==> src/verilog/plcs_consts.svh <==
// Offsets, field positions, reset values and counts of the link control and status register bank.
`ifndef PLCS_CONSTS_SVH
`define PLCS_CONSTS_SVH
`define PLCS_OFF_LINK 8'hF0
`define PLCS_OFF_SLOTCLK 8'hFC
`define PLCS_ADDR_W 8
`define PLCS_BIT_RCB 3
`define PLCS_BIT_LDIS 4
`define PLCS_BIT_RETRAIN 5
`define PLCS_BIT_CCLK 6
`define PLCS_BIT_XSYNC 7
`define PLCS_LSB_SPEED 16
`define PLCS_LSB_WIDTH 20
`define PLCS_BIT_TERR 26
`define PLCS_BIT_TRAIN 27
`define PLCS_BIT_SCLK 28
`define PLCS_BIT_DLACT 29
`define PLCS_SPEED_2G5 4'h1
`define PLCS_WIDTH_X1 6'h01
`define PLCS_ASPM_RST 2'h0
`define PLCS_ASPM_OFF 2'h0
`define PLCS_ASPM_L0S 2'h1
`define PLCS_ASPM_L1 2'h2
`define PLCS_ASPM_BOTH 2'h3
`define PLCS_FTS_EXT 13'h1000
`define PLCS_TS1_EXT 13'h0400
`define PLCS_FTS_NORM 13'h0080
`define PLCS_TS1_NORM 13'h0010
`define PLCS_RESP_OKAY 2'h0
`define PLCS_RESP_SLVERR 2'h2
`endif

==> src/verilog/plcs_pkg.sv <==
// Types shared by the link control and status register bank.
package plcs_pkg;
   typedef logic [1:0] plcs_resp_t;
   typedef logic [1:0] plcs_aspm_t;
   typedef logic [12:0] plcs_os_count_t;
endpackage : plcs_pkg

==> src/verilog/plcs_regs.sv <==
// Link control and link status register bank with an AXI4-Lite slave port.
//
// Contract
// - ASPM field 00 off, 01 L0s, 10 L1, 11 both.
// - Receiver may enter L0s even when disabled.
// - Bit 3 reads as zero always.
// - Upstream port link disable fixed at zero.
// - Downstream link disable holds link down while set.
// - Upstream port retrain bit fixed at zero.
// - Downstream retrain write of one starts training.
// - Retrain bit always reads back as zero.
// - Bit 6 declares common reference clock, resets zero.
// - Extended sync sends 4096 FTS leaving L0s.
// - Extended sync sends 1024 TS1 leaving L1.
// - Speed field 19:16 always reads one.
// - Width field 25:20 reports single lane.
// - Training error bit set on training error.
// - Training error cleared on successful L0 training.
// - Training bit high while training in progress.
// - Bit 28 reports slot clock source.
// - Slot clock defaults from strap, overridable.
// - Bit 29 reads one in DL active state.
//
// The AXI4-Lite register port is this design's own decision.
`timescale 1ns/100ps
`include "plcs_consts.svh"

module plcs_regs #(
   parameter bit IS_UPSTREAM = 1'b0,
   parameter logic [5:0] NEG_WIDTH = `PLCS_WIDTH_X1
) (
   input wire logic aclk,
   input wire logic aresetn,
   input wire logic ce,
   input wire logic [31:0] s_axi_awaddr,
   input wire logic s_axi_awvalid,
   output logic s_axi_awready,
   input wire logic [31:0] s_axi_wdata,
   input wire logic [3:0] s_axi_wstrb,
   input wire logic s_axi_wvalid,
   output logic s_axi_wready,
   output plcs_pkg::plcs_resp_t s_axi_bresp,
   output logic s_axi_bvalid,
   input wire logic s_axi_bready,
   input wire logic [31:0] s_axi_araddr,
   input wire logic s_axi_arvalid,
   output logic s_axi_arready,
   output logic [31:0] s_axi_rdata,
   output plcs_pkg::plcs_resp_t s_axi_rresp,
   output logic s_axi_rvalid,
   input wire logic s_axi_rready,
   input wire logic train_error_evt,
   input wire logic train_start_evt,
   input wire logic train_done_l0,
   input wire logic dl_active,
   input wire logic slot_clk_strap,
   input wire logic preload_valid,
   input wire logic preload_slot_clk,
   output logic aspm_l0s_en,
   output logic aspm_l1_en,
   output logic rx_l0s_allowed,
   output logic link_disable,
   output logic retrain_req,
   output logic common_clk,
   output logic ext_sync,
   output plcs_pkg::plcs_os_count_t fts_count,
   output plcs_pkg::plcs_os_count_t ts1_count,
   output logic slot_clk_cfg
);

   // Register state.
   plcs_pkg::plcs_aspm_t aspm_r;
   logic ldis_r;
   logic cclk_r;
   logic xsync_r;
   logic retrain_r;
   logic terr_r;
   logic train_r;
   logic sclk_r;
   logic strap_taken_r;
   logic strap_s1_r;
   logic strap_s2_r;

   // Bus state.
   logic aw_have_r;
   logic w_have_r;
   logic [31:0] awaddr_r;
   logic [31:0] wdata_r;
   logic [3:0] wstrb_r;
   logic bvalid_r;
   plcs_pkg::plcs_resp_t bresp_r;
   logic rvalid_r;
   plcs_pkg::plcs_resp_t rresp_r;
   logic [31:0] rdata_r;

   logic wr_fire;
   logic [31:0] wr_addr;
   logic [31:0] wr_data;
   logic [3:0] wr_strb;
   logic wr_link;
   logic wr_slot;
   logic rd_fire;
   logic [31:0] link_word;

   // The address and data channels are accepted independently and held until both are present.
   assign s_axi_awready = ce && !aw_have_r && !bvalid_r;
   assign s_axi_wready = ce && !w_have_r && !bvalid_r;
   assign s_axi_arready = ce && !rvalid_r;
   assign s_axi_bvalid = bvalid_r;
   assign s_axi_bresp = bresp_r;
   assign s_axi_rvalid = rvalid_r;
   assign s_axi_rresp = rresp_r;
   assign s_axi_rdata = rdata_r;

   // A write is carried out in the cycle in which both halves are known, taken now or held.
   assign wr_addr = aw_have_r ? awaddr_r : s_axi_awaddr;
   assign wr_data = w_have_r ? wdata_r : s_axi_wdata;
   assign wr_strb = w_have_r ? wstrb_r : s_axi_wstrb;
   assign wr_fire = ce && !bvalid_r && (aw_have_r || s_axi_awvalid) && (w_have_r || s_axi_wvalid);
   assign wr_link = wr_fire && ({wr_addr[`PLCS_ADDR_W-1:2], 2'b00} == `PLCS_OFF_LINK);
   assign wr_slot = wr_fire && ({wr_addr[`PLCS_ADDR_W-1:2], 2'b00} == `PLCS_OFF_SLOTCLK);
   assign rd_fire = s_axi_arvalid && s_axi_arready;

   // Address channel holding stage.
   always_ff @(posedge aclk)
   begin
      if (!aresetn)
      begin
         aw_have_r <= 1'b0;
         awaddr_r <= 32'h0;
      end
      else if (ce)
      begin
         if (wr_fire)
            aw_have_r <= 1'b0;
         else if (s_axi_awvalid && s_axi_awready)
         begin
            aw_have_r <= 1'b1;
            awaddr_r <= s_axi_awaddr;
         end
      end
   end

   // Data channel holding stage.
   always_ff @(posedge aclk)
   begin
      if (!aresetn)
      begin
         w_have_r <= 1'b0;
         wdata_r <= 32'h0;
         wstrb_r <= 4'h0;
      end
      else if (ce)
      begin
         if (wr_fire)
            w_have_r <= 1'b0;
         else if (s_axi_wvalid && s_axi_wready)
         begin
            w_have_r <= 1'b1;
            wdata_r <= s_axi_wdata;
            wstrb_r <= s_axi_wstrb;
         end
      end
   end

   // Write response; unmapped addresses answer with a slave error so software notices.
   always_ff @(posedge aclk)
   begin
      if (!aresetn)
      begin
         bvalid_r <= 1'b0;
         bresp_r <= `PLCS_RESP_OKAY;
      end
      else if (ce)
      begin
         if (wr_fire)
         begin
            bvalid_r <= 1'b1;
            bresp_r <= (wr_link || wr_slot) ? `PLCS_RESP_OKAY : `PLCS_RESP_SLVERR;
         end
         else if (s_axi_bready)
            bvalid_r <= 1'b0;
      end
   end

   // Control half: only byte lane 0 holds writable bits; lane 1 and the status lanes are ignored.
   always_ff @(posedge aclk)
   begin
      if (!aresetn)
      begin
         aspm_r <= `PLCS_ASPM_RST;
         ldis_r <= 1'b0;
         cclk_r <= 1'b0;
         xsync_r <= 1'b0;
      end
      else if (ce && wr_link && wr_strb[0])
      begin
         aspm_r <= wr_data[1:0];
         ldis_r <= IS_UPSTREAM ? 1'b0 : wr_data[`PLCS_BIT_LDIS];
         cclk_r <= wr_data[`PLCS_BIT_CCLK];
         xsync_r <= wr_data[`PLCS_BIT_XSYNC];
      end
   end

   // Retrain is a one-cycle registered request; the read view forces bit 5 to zero, so it cannot read back as one.
   always_ff @(posedge aclk)
   begin
      if (!aresetn)
         retrain_r <= 1'b0;
      else if (ce)
         retrain_r <= !IS_UPSTREAM && wr_link && wr_strb[0] && wr_data[`PLCS_BIT_RETRAIN];
   end

   // Training flags; a new event in the cycle of completion wins, so none is lost.
   always_ff @(posedge aclk)
   begin
      if (!aresetn)
      begin
         terr_r <= 1'b0;
         train_r <= 1'b0;
      end
      else if (ce)
      begin
         if (train_error_evt)
            terr_r <= 1'b1;
         else if (train_done_l0)
            terr_r <= 1'b0;
         if (train_start_evt || retrain_r)
            train_r <= 1'b1;
         else if (train_done_l0)
            train_r <= 1'b0;
      end
   end

   // Strap pin passes two flops; the first is read by nothing else.
   // They run through reset, so the second already holds the pin level when the default is caught.
   always_ff @(posedge aclk)
   begin
      if (ce)
      begin
         strap_s1_r <= slot_clk_strap;
         strap_s2_r <= strap_s1_r;
      end
   end

   // Slot clock default is caught from the strap after reset, then preload or software may override.
   always_ff @(posedge aclk)
   begin
      if (!aresetn)
      begin
         sclk_r <= 1'b0;
         strap_taken_r <= 1'b0;
      end
      else if (ce)
      begin
         if (!strap_taken_r)
         begin
            strap_taken_r <= 1'b1;
            sclk_r <= strap_s2_r;
         end
         else if (preload_valid)
            sclk_r <= preload_slot_clk;
         else if (wr_slot && wr_strb[0])
            sclk_r <= wr_data[0];
      end
   end

   // Read view of the shared word: control in the low half, status in the high half.
   always_comb
   begin
      link_word = 32'h0;
      link_word[1:0] = aspm_r;
      link_word[`PLCS_BIT_RCB] = 1'b0;
      link_word[`PLCS_BIT_LDIS] = ldis_r;
      link_word[`PLCS_BIT_RETRAIN] = 1'b0;
      link_word[`PLCS_BIT_CCLK] = cclk_r;
      link_word[`PLCS_BIT_XSYNC] = xsync_r;
      link_word[`PLCS_LSB_SPEED +: 4] = `PLCS_SPEED_2G5;
      link_word[`PLCS_LSB_WIDTH +: 6] = NEG_WIDTH;
      link_word[`PLCS_BIT_TERR] = terr_r;
      link_word[`PLCS_BIT_TRAIN] = train_r;
      link_word[`PLCS_BIT_SCLK] = sclk_r;
      link_word[`PLCS_BIT_DLACT] = dl_active;
   end

   // Read channel answers one cycle after the address is taken.
   always_ff @(posedge aclk)
   begin
      if (!aresetn)
      begin
         rvalid_r <= 1'b0;
         rresp_r <= `PLCS_RESP_OKAY;
         rdata_r <= 32'h0;
      end
      else if (ce)
      begin
         if (rd_fire)
         begin
            rvalid_r <= 1'b1;
            if ({s_axi_araddr[`PLCS_ADDR_W-1:2], 2'b00} == `PLCS_OFF_LINK)
            begin
               rdata_r <= link_word;
               rresp_r <= `PLCS_RESP_OKAY;
            end
            else if ({s_axi_araddr[`PLCS_ADDR_W-1:2], 2'b00} == `PLCS_OFF_SLOTCLK)
            begin
               rdata_r <= {31'h0, sclk_r};
               rresp_r <= `PLCS_RESP_OKAY;
            end
            else
            begin
               rdata_r <= 32'h0;
               rresp_r <= `PLCS_RESP_SLVERR;
            end
         end
         else if (s_axi_rready)
            rvalid_r <= 1'b0;
      end
   end

   // Controls toward the physical layer.
   assign aspm_l0s_en = aspm_r[0];
   assign aspm_l1_en = aspm_r[1];
   assign rx_l0s_allowed = 1'b1;
   assign link_disable = ldis_r;
   assign retrain_req = retrain_r;
   assign common_clk = cclk_r;
   assign ext_sync = xsync_r;
   assign fts_count = xsync_r ? `PLCS_FTS_EXT : `PLCS_FTS_NORM;
   assign ts1_count = xsync_r ? `PLCS_TS1_EXT : `PLCS_TS1_NORM;
   assign slot_clk_cfg = sclk_r;
endmodule : plcs_regs

==> config.mk <==
export PLATFORM = sky130hd
export DESIGN_NAME = plcs_regs
export DESIGN_NICKNAME = d
export VERILOG_FILES = /design/src/verilog/plcs_pkg.sv /design/src/verilog/plcs_regs.sv
export VERILOG_INCLUDE_DIRS = /design/src /design/src/verilog
export SDC_FILE = /design/constraint.sdc
export NUM_CORES = 1
export LEC_CHECK = 0
export BUFFER_PORTS_ARGS = -buffer_cell sky130_fd_sc_hd__buf_2
export CAP_MARGIN = 20
export CELL_PAD_IN_SITES_DETAIL_PLACEMENT = 2
export CELL_PAD_IN_SITES_GLOBAL_PLACEMENT = 2
export CORE_MARGIN = 2
export CORE_UTILIZATION = 19
export CTS_CLUSTER_DIAMETER = 150
export DETAILED_ROUTE_END_ITERATION = 10
export GPL_TIMING_DRIVEN = 0
export PLACE_DENSITY_LB_ADDON = 0.1
export SLEW_MARGIN = 40
export SYNTH_ARGS = -nofsm -noshare
export SYNTH_HDL_FRONTEND = slang
export SYNTH_SLANG_ARGS = --single-unit
==> constraint.sdc <==
create_clock -name aclk -period 2.22 [get_ports aclk]
set_clock_uncertainty 0.1 [all_clocks]
set_input_delay 0.111 -clock aclk [delete_from_list [all_inputs] [get_ports aclk]]
set_output_delay 0.111 -clock aclk [all_outputs]
set_load 0.03 [all_outputs]
* Yosys cells after proc, flatten, opt, wreduce, memory -nomap -nowiden *
Cells that the tools add are included.

operators by class
  reduce and logical (&&, ||, !) cells = 43
  eq/ne operators = 5
  bitwise logic cells = 1
  multiplexer cells = 24

operators by type and width
  cell                number
  $mux 30             1
  $eq 6x6->1 const B  4
  $logic_and 1x1->1   18
  $reduce_and 2->1    9
  $mux 1              16
  $mux 8              2
  $mux 13             1
  $reduce_bool 2->1   6
  $mux 11             1
  $mux 2              3
  $reduce_and 3->1    2
  $logic_not 1->1     4
  $logic_or 1x1->1    4
  $ne 3x2->1 const B  1
  $not 1->1           1

storage, ports and cells
  word-level logic and storage cells = 94
  bits in registers = 69
  output and inout port bits = 75
  input bits = 115

* Depth between registers and ports, before layout *
  depth in word-level cells = 9
  gate-level depth with buffers = 6
  depth with buffers taken out = 4

* Least setup slack after synthesis *
OpenSTA, ideal clock, no wires.

  kind = flip-flop to flip-flop
  start point = reg bvalid_r, in the netlist s_axi_bvalid
  end point = reg retrain_r, in the netlist retrain_req
  slack = 0.070 ns
  required time = 2.037 ns
  period minus slack after synthesis = 2.150 ns
  arrival time = 1.967 ns
  buffers on the path = 2
  cell stages (with the launch flop) = 7
  library setup time = 0.083 ns
  cells stage by stage = dfxtp_1 -> nand2b_1 -> or3_1 -> buf_2 -> or4_4 -> buf_6 -> o31ai_4

on the way
  cells in the longest elaborated chain, start to end = 7

ends and longest elaborated chain
  item                             RTL line          source
  start: declaration               plcs_regs.sv:90   logic bvalid_r;
  start signal: assignment         plcs_regs.sv:171  bvalid_r <= 1'b0;
  start signal: assignment         plcs_regs.sv:178  bvalid_r <= 1'b1;
  start signal: assignment         plcs_regs.sv:182  bvalid_r <= 1'b0;
  $logic_not 1->1                  plcs_regs.sv:119  assign wr_fire = ce && !bvalid_r && (aw_have_r || s_axi_awvalid) && (w_have_r || s_axi_wvalid);
  $logic_and 1x1->1 (3 in series)  plcs_regs.sv:119
  $logic_and 1x1->1                plcs_regs.sv:120  assign wr_link = wr_fire && ({wr_addr[`PLCS_ADDR_W-1:2], 2'b00} == `PLCS_OFF_LINK);
  $logic_and 1x1->1 (2 in series)  plcs_regs.sv:211  retrain_r <= !IS_UPSTREAM && wr_link && wr_strb[0] && wr_data[`PLCS_BIT_RETRAIN];
  end signal: assignment           plcs_regs.sv:211
  end: declaration                 plcs_regs.sv:76   logic retrain_r;

No other way between the ends.
A chain may end at the register's enable or synchronous reset.

* Final worst setup path *
Same ends and word-level chain as after synthesis.

==> impl_results.md <==
- Status: complete, no violations
- Final total power: 2.090 mW
- Number of iterations in the first detailed-routing pass: 4
- HPWL reported at the end of detailed placement: 4.928 mm
- Max_slew headroom: 0.5587
- Clk Tree Root Cell: sky130_fd_sc_hd__clkbuf_16
- Net switching power figure: 0.5380 mW
- Number of rows created at floorplan: 38
- Classification of the worst setup path: reg -> reg
- Detailed-route vias per instance: 3.800
- Cell count after synthesis: 240
- Number of diodes: 0
- Number of failing hold endpoints at the final stage: 0
- Via count of the first global-routing pass: 1,963
- Number of ports placed on the die boundary: 190
- Weighted congestion at the end of routability-driven global placement: 0.7315
- Antenna violations before repair: 0
- Final setup viols: 0
- Biggest fanout along the worst timing path: 7
- Setup total negative slack: 0 ns
- Core Region: 10,940 µm²
- Area after DPL: 2811 µm²
- Remaining routing DRC violations: 0
- Endpoint type of the worst setup path: flip-flop
- CP required: 2.32 ns
- Setup crit start kind: flip-flop
- Synth-to-Final Area Change: 44.19%
- Proportion of synthesized flip-flops having asynchronous set or reset: 0
- First-pass GRT wire length: 9.949 mm
- Combinational share of power: 0.183
- Max VDD drop: 310.0 µV
- Via count: 1,915
- Count of placed standard cells including taps: 486
- Yosys warning count: 0
- Transition time at the pin with the least slew margin: 0.6620 ns
- Areal power density over the cells: 673.6 nW/µm²
- Cts bufs inserted: 5
- Mean Syn Cell Area: 8.967 µm²
- Number of register bits inferred by synthesis: 41
- Post-layout min period: 2.145 ns
- Area of the mapped netlist: 2152 µm²
- Internal portion of total power: 1.552 mW
- Max Buffers Root-to-Sink: 2
- Sw Ratio: 0.2574
- Cell Count, Final, Fillers Out: 504
- Number of filler instances in the final layout: 1,304
- Worst endpoint data arrival time: 2.25 ns
- Relative contribution of sequential cells to total power: 0.373
- Area of all placed cells without fillers: 3103 µm²
- Clock share of power: 0.444
- Most common cell after layout, fill and taps aside: sky130_fd_sc_hd__buf_2
- Synth Flop Type: sky130_fd_sc_hd__dfxtp_1
- Part of the Yosys area used for sequential elements: 0.3907
- Insertion delay to the later sink of the worst-skew pair: 0.28 ns
- Min setup slack post-route: 0.07451 ns
- Most frequent cells in the layout: sky130_fd_sc_hd__buf_2, sky130_fd_sc_hd__buf_4, sky130_fd_sc_hd__conb_1
- Starting DRT DRC Count: 40
- All-Layer GR Usage: 0.1004
- Final period util: 0.9664
- IO buf count: 62
- Highest clock rate: 466.1 MHz
- Final-stage net count: 478
- Leakage Power: 1.581 nW
- Fraction of final layout cells sized beyond drive strength 1: 0.3626
- Final-report max-slew violation count: 0
- Unrepaired setup endpoints after global routing: false
- H-tree level count: 2
- Sum of routed wire length over all layers: 6.158 mm
- Post-DR wirelength/cell: 12.22 µm
- Pre-CTS setup slack: 0.03825 ns
- Total die area: 12,190 µm²
- Worst hold-check path type: in -> reg
- Maximum number of pins on one net before global-route repair: 14
- Clk pin slew, worst setup/hold paths: 0.06 ns
- Die Width: 110.4 µm
- CTS sink count: 41
- Number of nets with antenna violations after routing: 0
- Setup repair bufs after CTS: 0
- Number of synthesized flops with an enable pin: 2
- Number of distinct library cell variants in the gate-level netlist after synthesis: 39
- Count of maximum capacitance violations: 0
- Height of the die: 110.4 µm
- Residual overflow from global routing: 0
- CTS tree: done
- Initial core utilization: 0.1968
## final cells by class
class                   count  area [µm²]  area share
plain buffers              61       427.9      0.1379
clock buffers               5       125.1     0.04032
clock inverters             3       65.06     0.02097
inverters                   5       18.77    0.006048
multi-input cells         177        1040      0.3351
flip-flops and latches     41       840.8      0.2710
well taps                 140       175.2     0.05645
repair buffers             72       410.4      0.1323
## logic make-up (layout without fill, tap and decap cells)
| logic type | count (synthesis) | in the layout | synth area share |
|---|---|---|---|
| XOR/XNOR | 3 | 3 | 0.01221 |
| AO/OA/AOI/OAI | 30 | 30 | 0.1023 |
| buffers and inverters | 66 | 146 | 0.2070 |
| AND/OR/NAND/NOR | 72 | 72 | 0.1599 |
| flip-flops | 41 | 41 | 0.3907 |
| multiplexers | 26 | 26 | 0.1244 |
| other | 2 | 46 | 0.003490 |
## sequential cells by signal (all words and copies together) (netlist names), 2 cells and up
signal,cells
aspm_r,2
awaddr_r,6
s_axi_rdata,10
wdata_r,6
## metal layers
| metal | vias up | track usage | wire (µm) | share of wire |
|---|---|---|---|---|
| met5 | - | 0 | 0 | 0 |
| met4 | 0 | 0.02000 | 33 | 0.0054 |
| met3 | 2 | 0.02799 | 333 | 0.054 |
| met2 | 58 | 0.1685 | 2992 | 0.49 |
| met1 | 891 | 0.1292 | 2798 | 0.45 |
| li1 | 964 | - | - | - |
## per-stage QoR
stage | util | hold slack [ns]
final | 0.2838 | 0.004557
after global routing | 0.2838 | 0.02741
after CTS | 0.2836 | 0.007004
after detailed placement | 0.2571 | 0.1917
after global placement | 0.2563 | 0.1917
after floorplan | - | 0.1099
## power groups by stage
stage	logic [mW]	registers, mW	clock network, mW
2_1_floorplan	0.272	0.805	0
3_3_place_gp	0.366	0.795	0
3_5_place_dp	0.370	0.796	0
4_1_cts	0.385	0.779	0.970
5_1_grt	0.420	0.781	1.00
6_report	0.383	0.779	0.928
## critical path: stages (launching register included)
cell	delay, ns
sky130_fd_sc_hd__dfxtp_1	0.34
sky130_fd_sc_hd__nand2b_1	0.21
sky130_fd_sc_hd__or3_1	0.38
sky130_fd_sc_hd__buf_2	0.17
sky130_fd_sc_hd__or4_4	0.52
sky130_fd_sc_hd__buf_6	0.16
sky130_fd_sc_hd__o31ai_4	0.19
## cell usage after synthesis (3+ instances only)
cell type                  number  share of area
sky130_fd_sc_hd__nor2_1        33          0.058
sky130_fd_sc_hd__a22oi_1       11          0.038
sky130_fd_sc_hd__dfxtp_1       39           0.36
sky130_fd_sc_hd__inv_1          5         0.0087
sky130_fd_sc_hd__nand2_1       19          0.033
sky130_fd_sc_hd__mux2i_1       20          0.093
sky130_fd_sc_hd__a21oi_1        8          0.019
sky130_fd_sc_hd__buf_4         50           0.17
sky130_fd_sc_hd__clkbuf_1       8          0.014
sky130_fd_sc_hd__mux2_2         5          0.026
sky130_fd_sc_hd__nand2b_1       4          0.012
sky130_fd_sc_hd__xnor2_1        3          0.012
## worst paths after layout
path / end / slack (ns) / from / depth (start not counted)
worst max-delay path: retrain_req / 0.07 / s_axi_bvalid / 6
worst min-delay path: terr_r / 0.005 / train_error_evt / 3
worst max register to register: retrain_req / 0.07 / s_axi_bvalid / 6
worst min register to register: strap_s2_r / 0.33 / strap_s1_r / 0
## what timing repair did
item | CTS | global route
setup endpoints to repair | 0 | 6
endpoints found under the hold margin | 10 | 0
hold buffers | 10 | 0
gates resized for setup | 0 | 2
No activity file was read; power rests on OpenSTA's default activity.
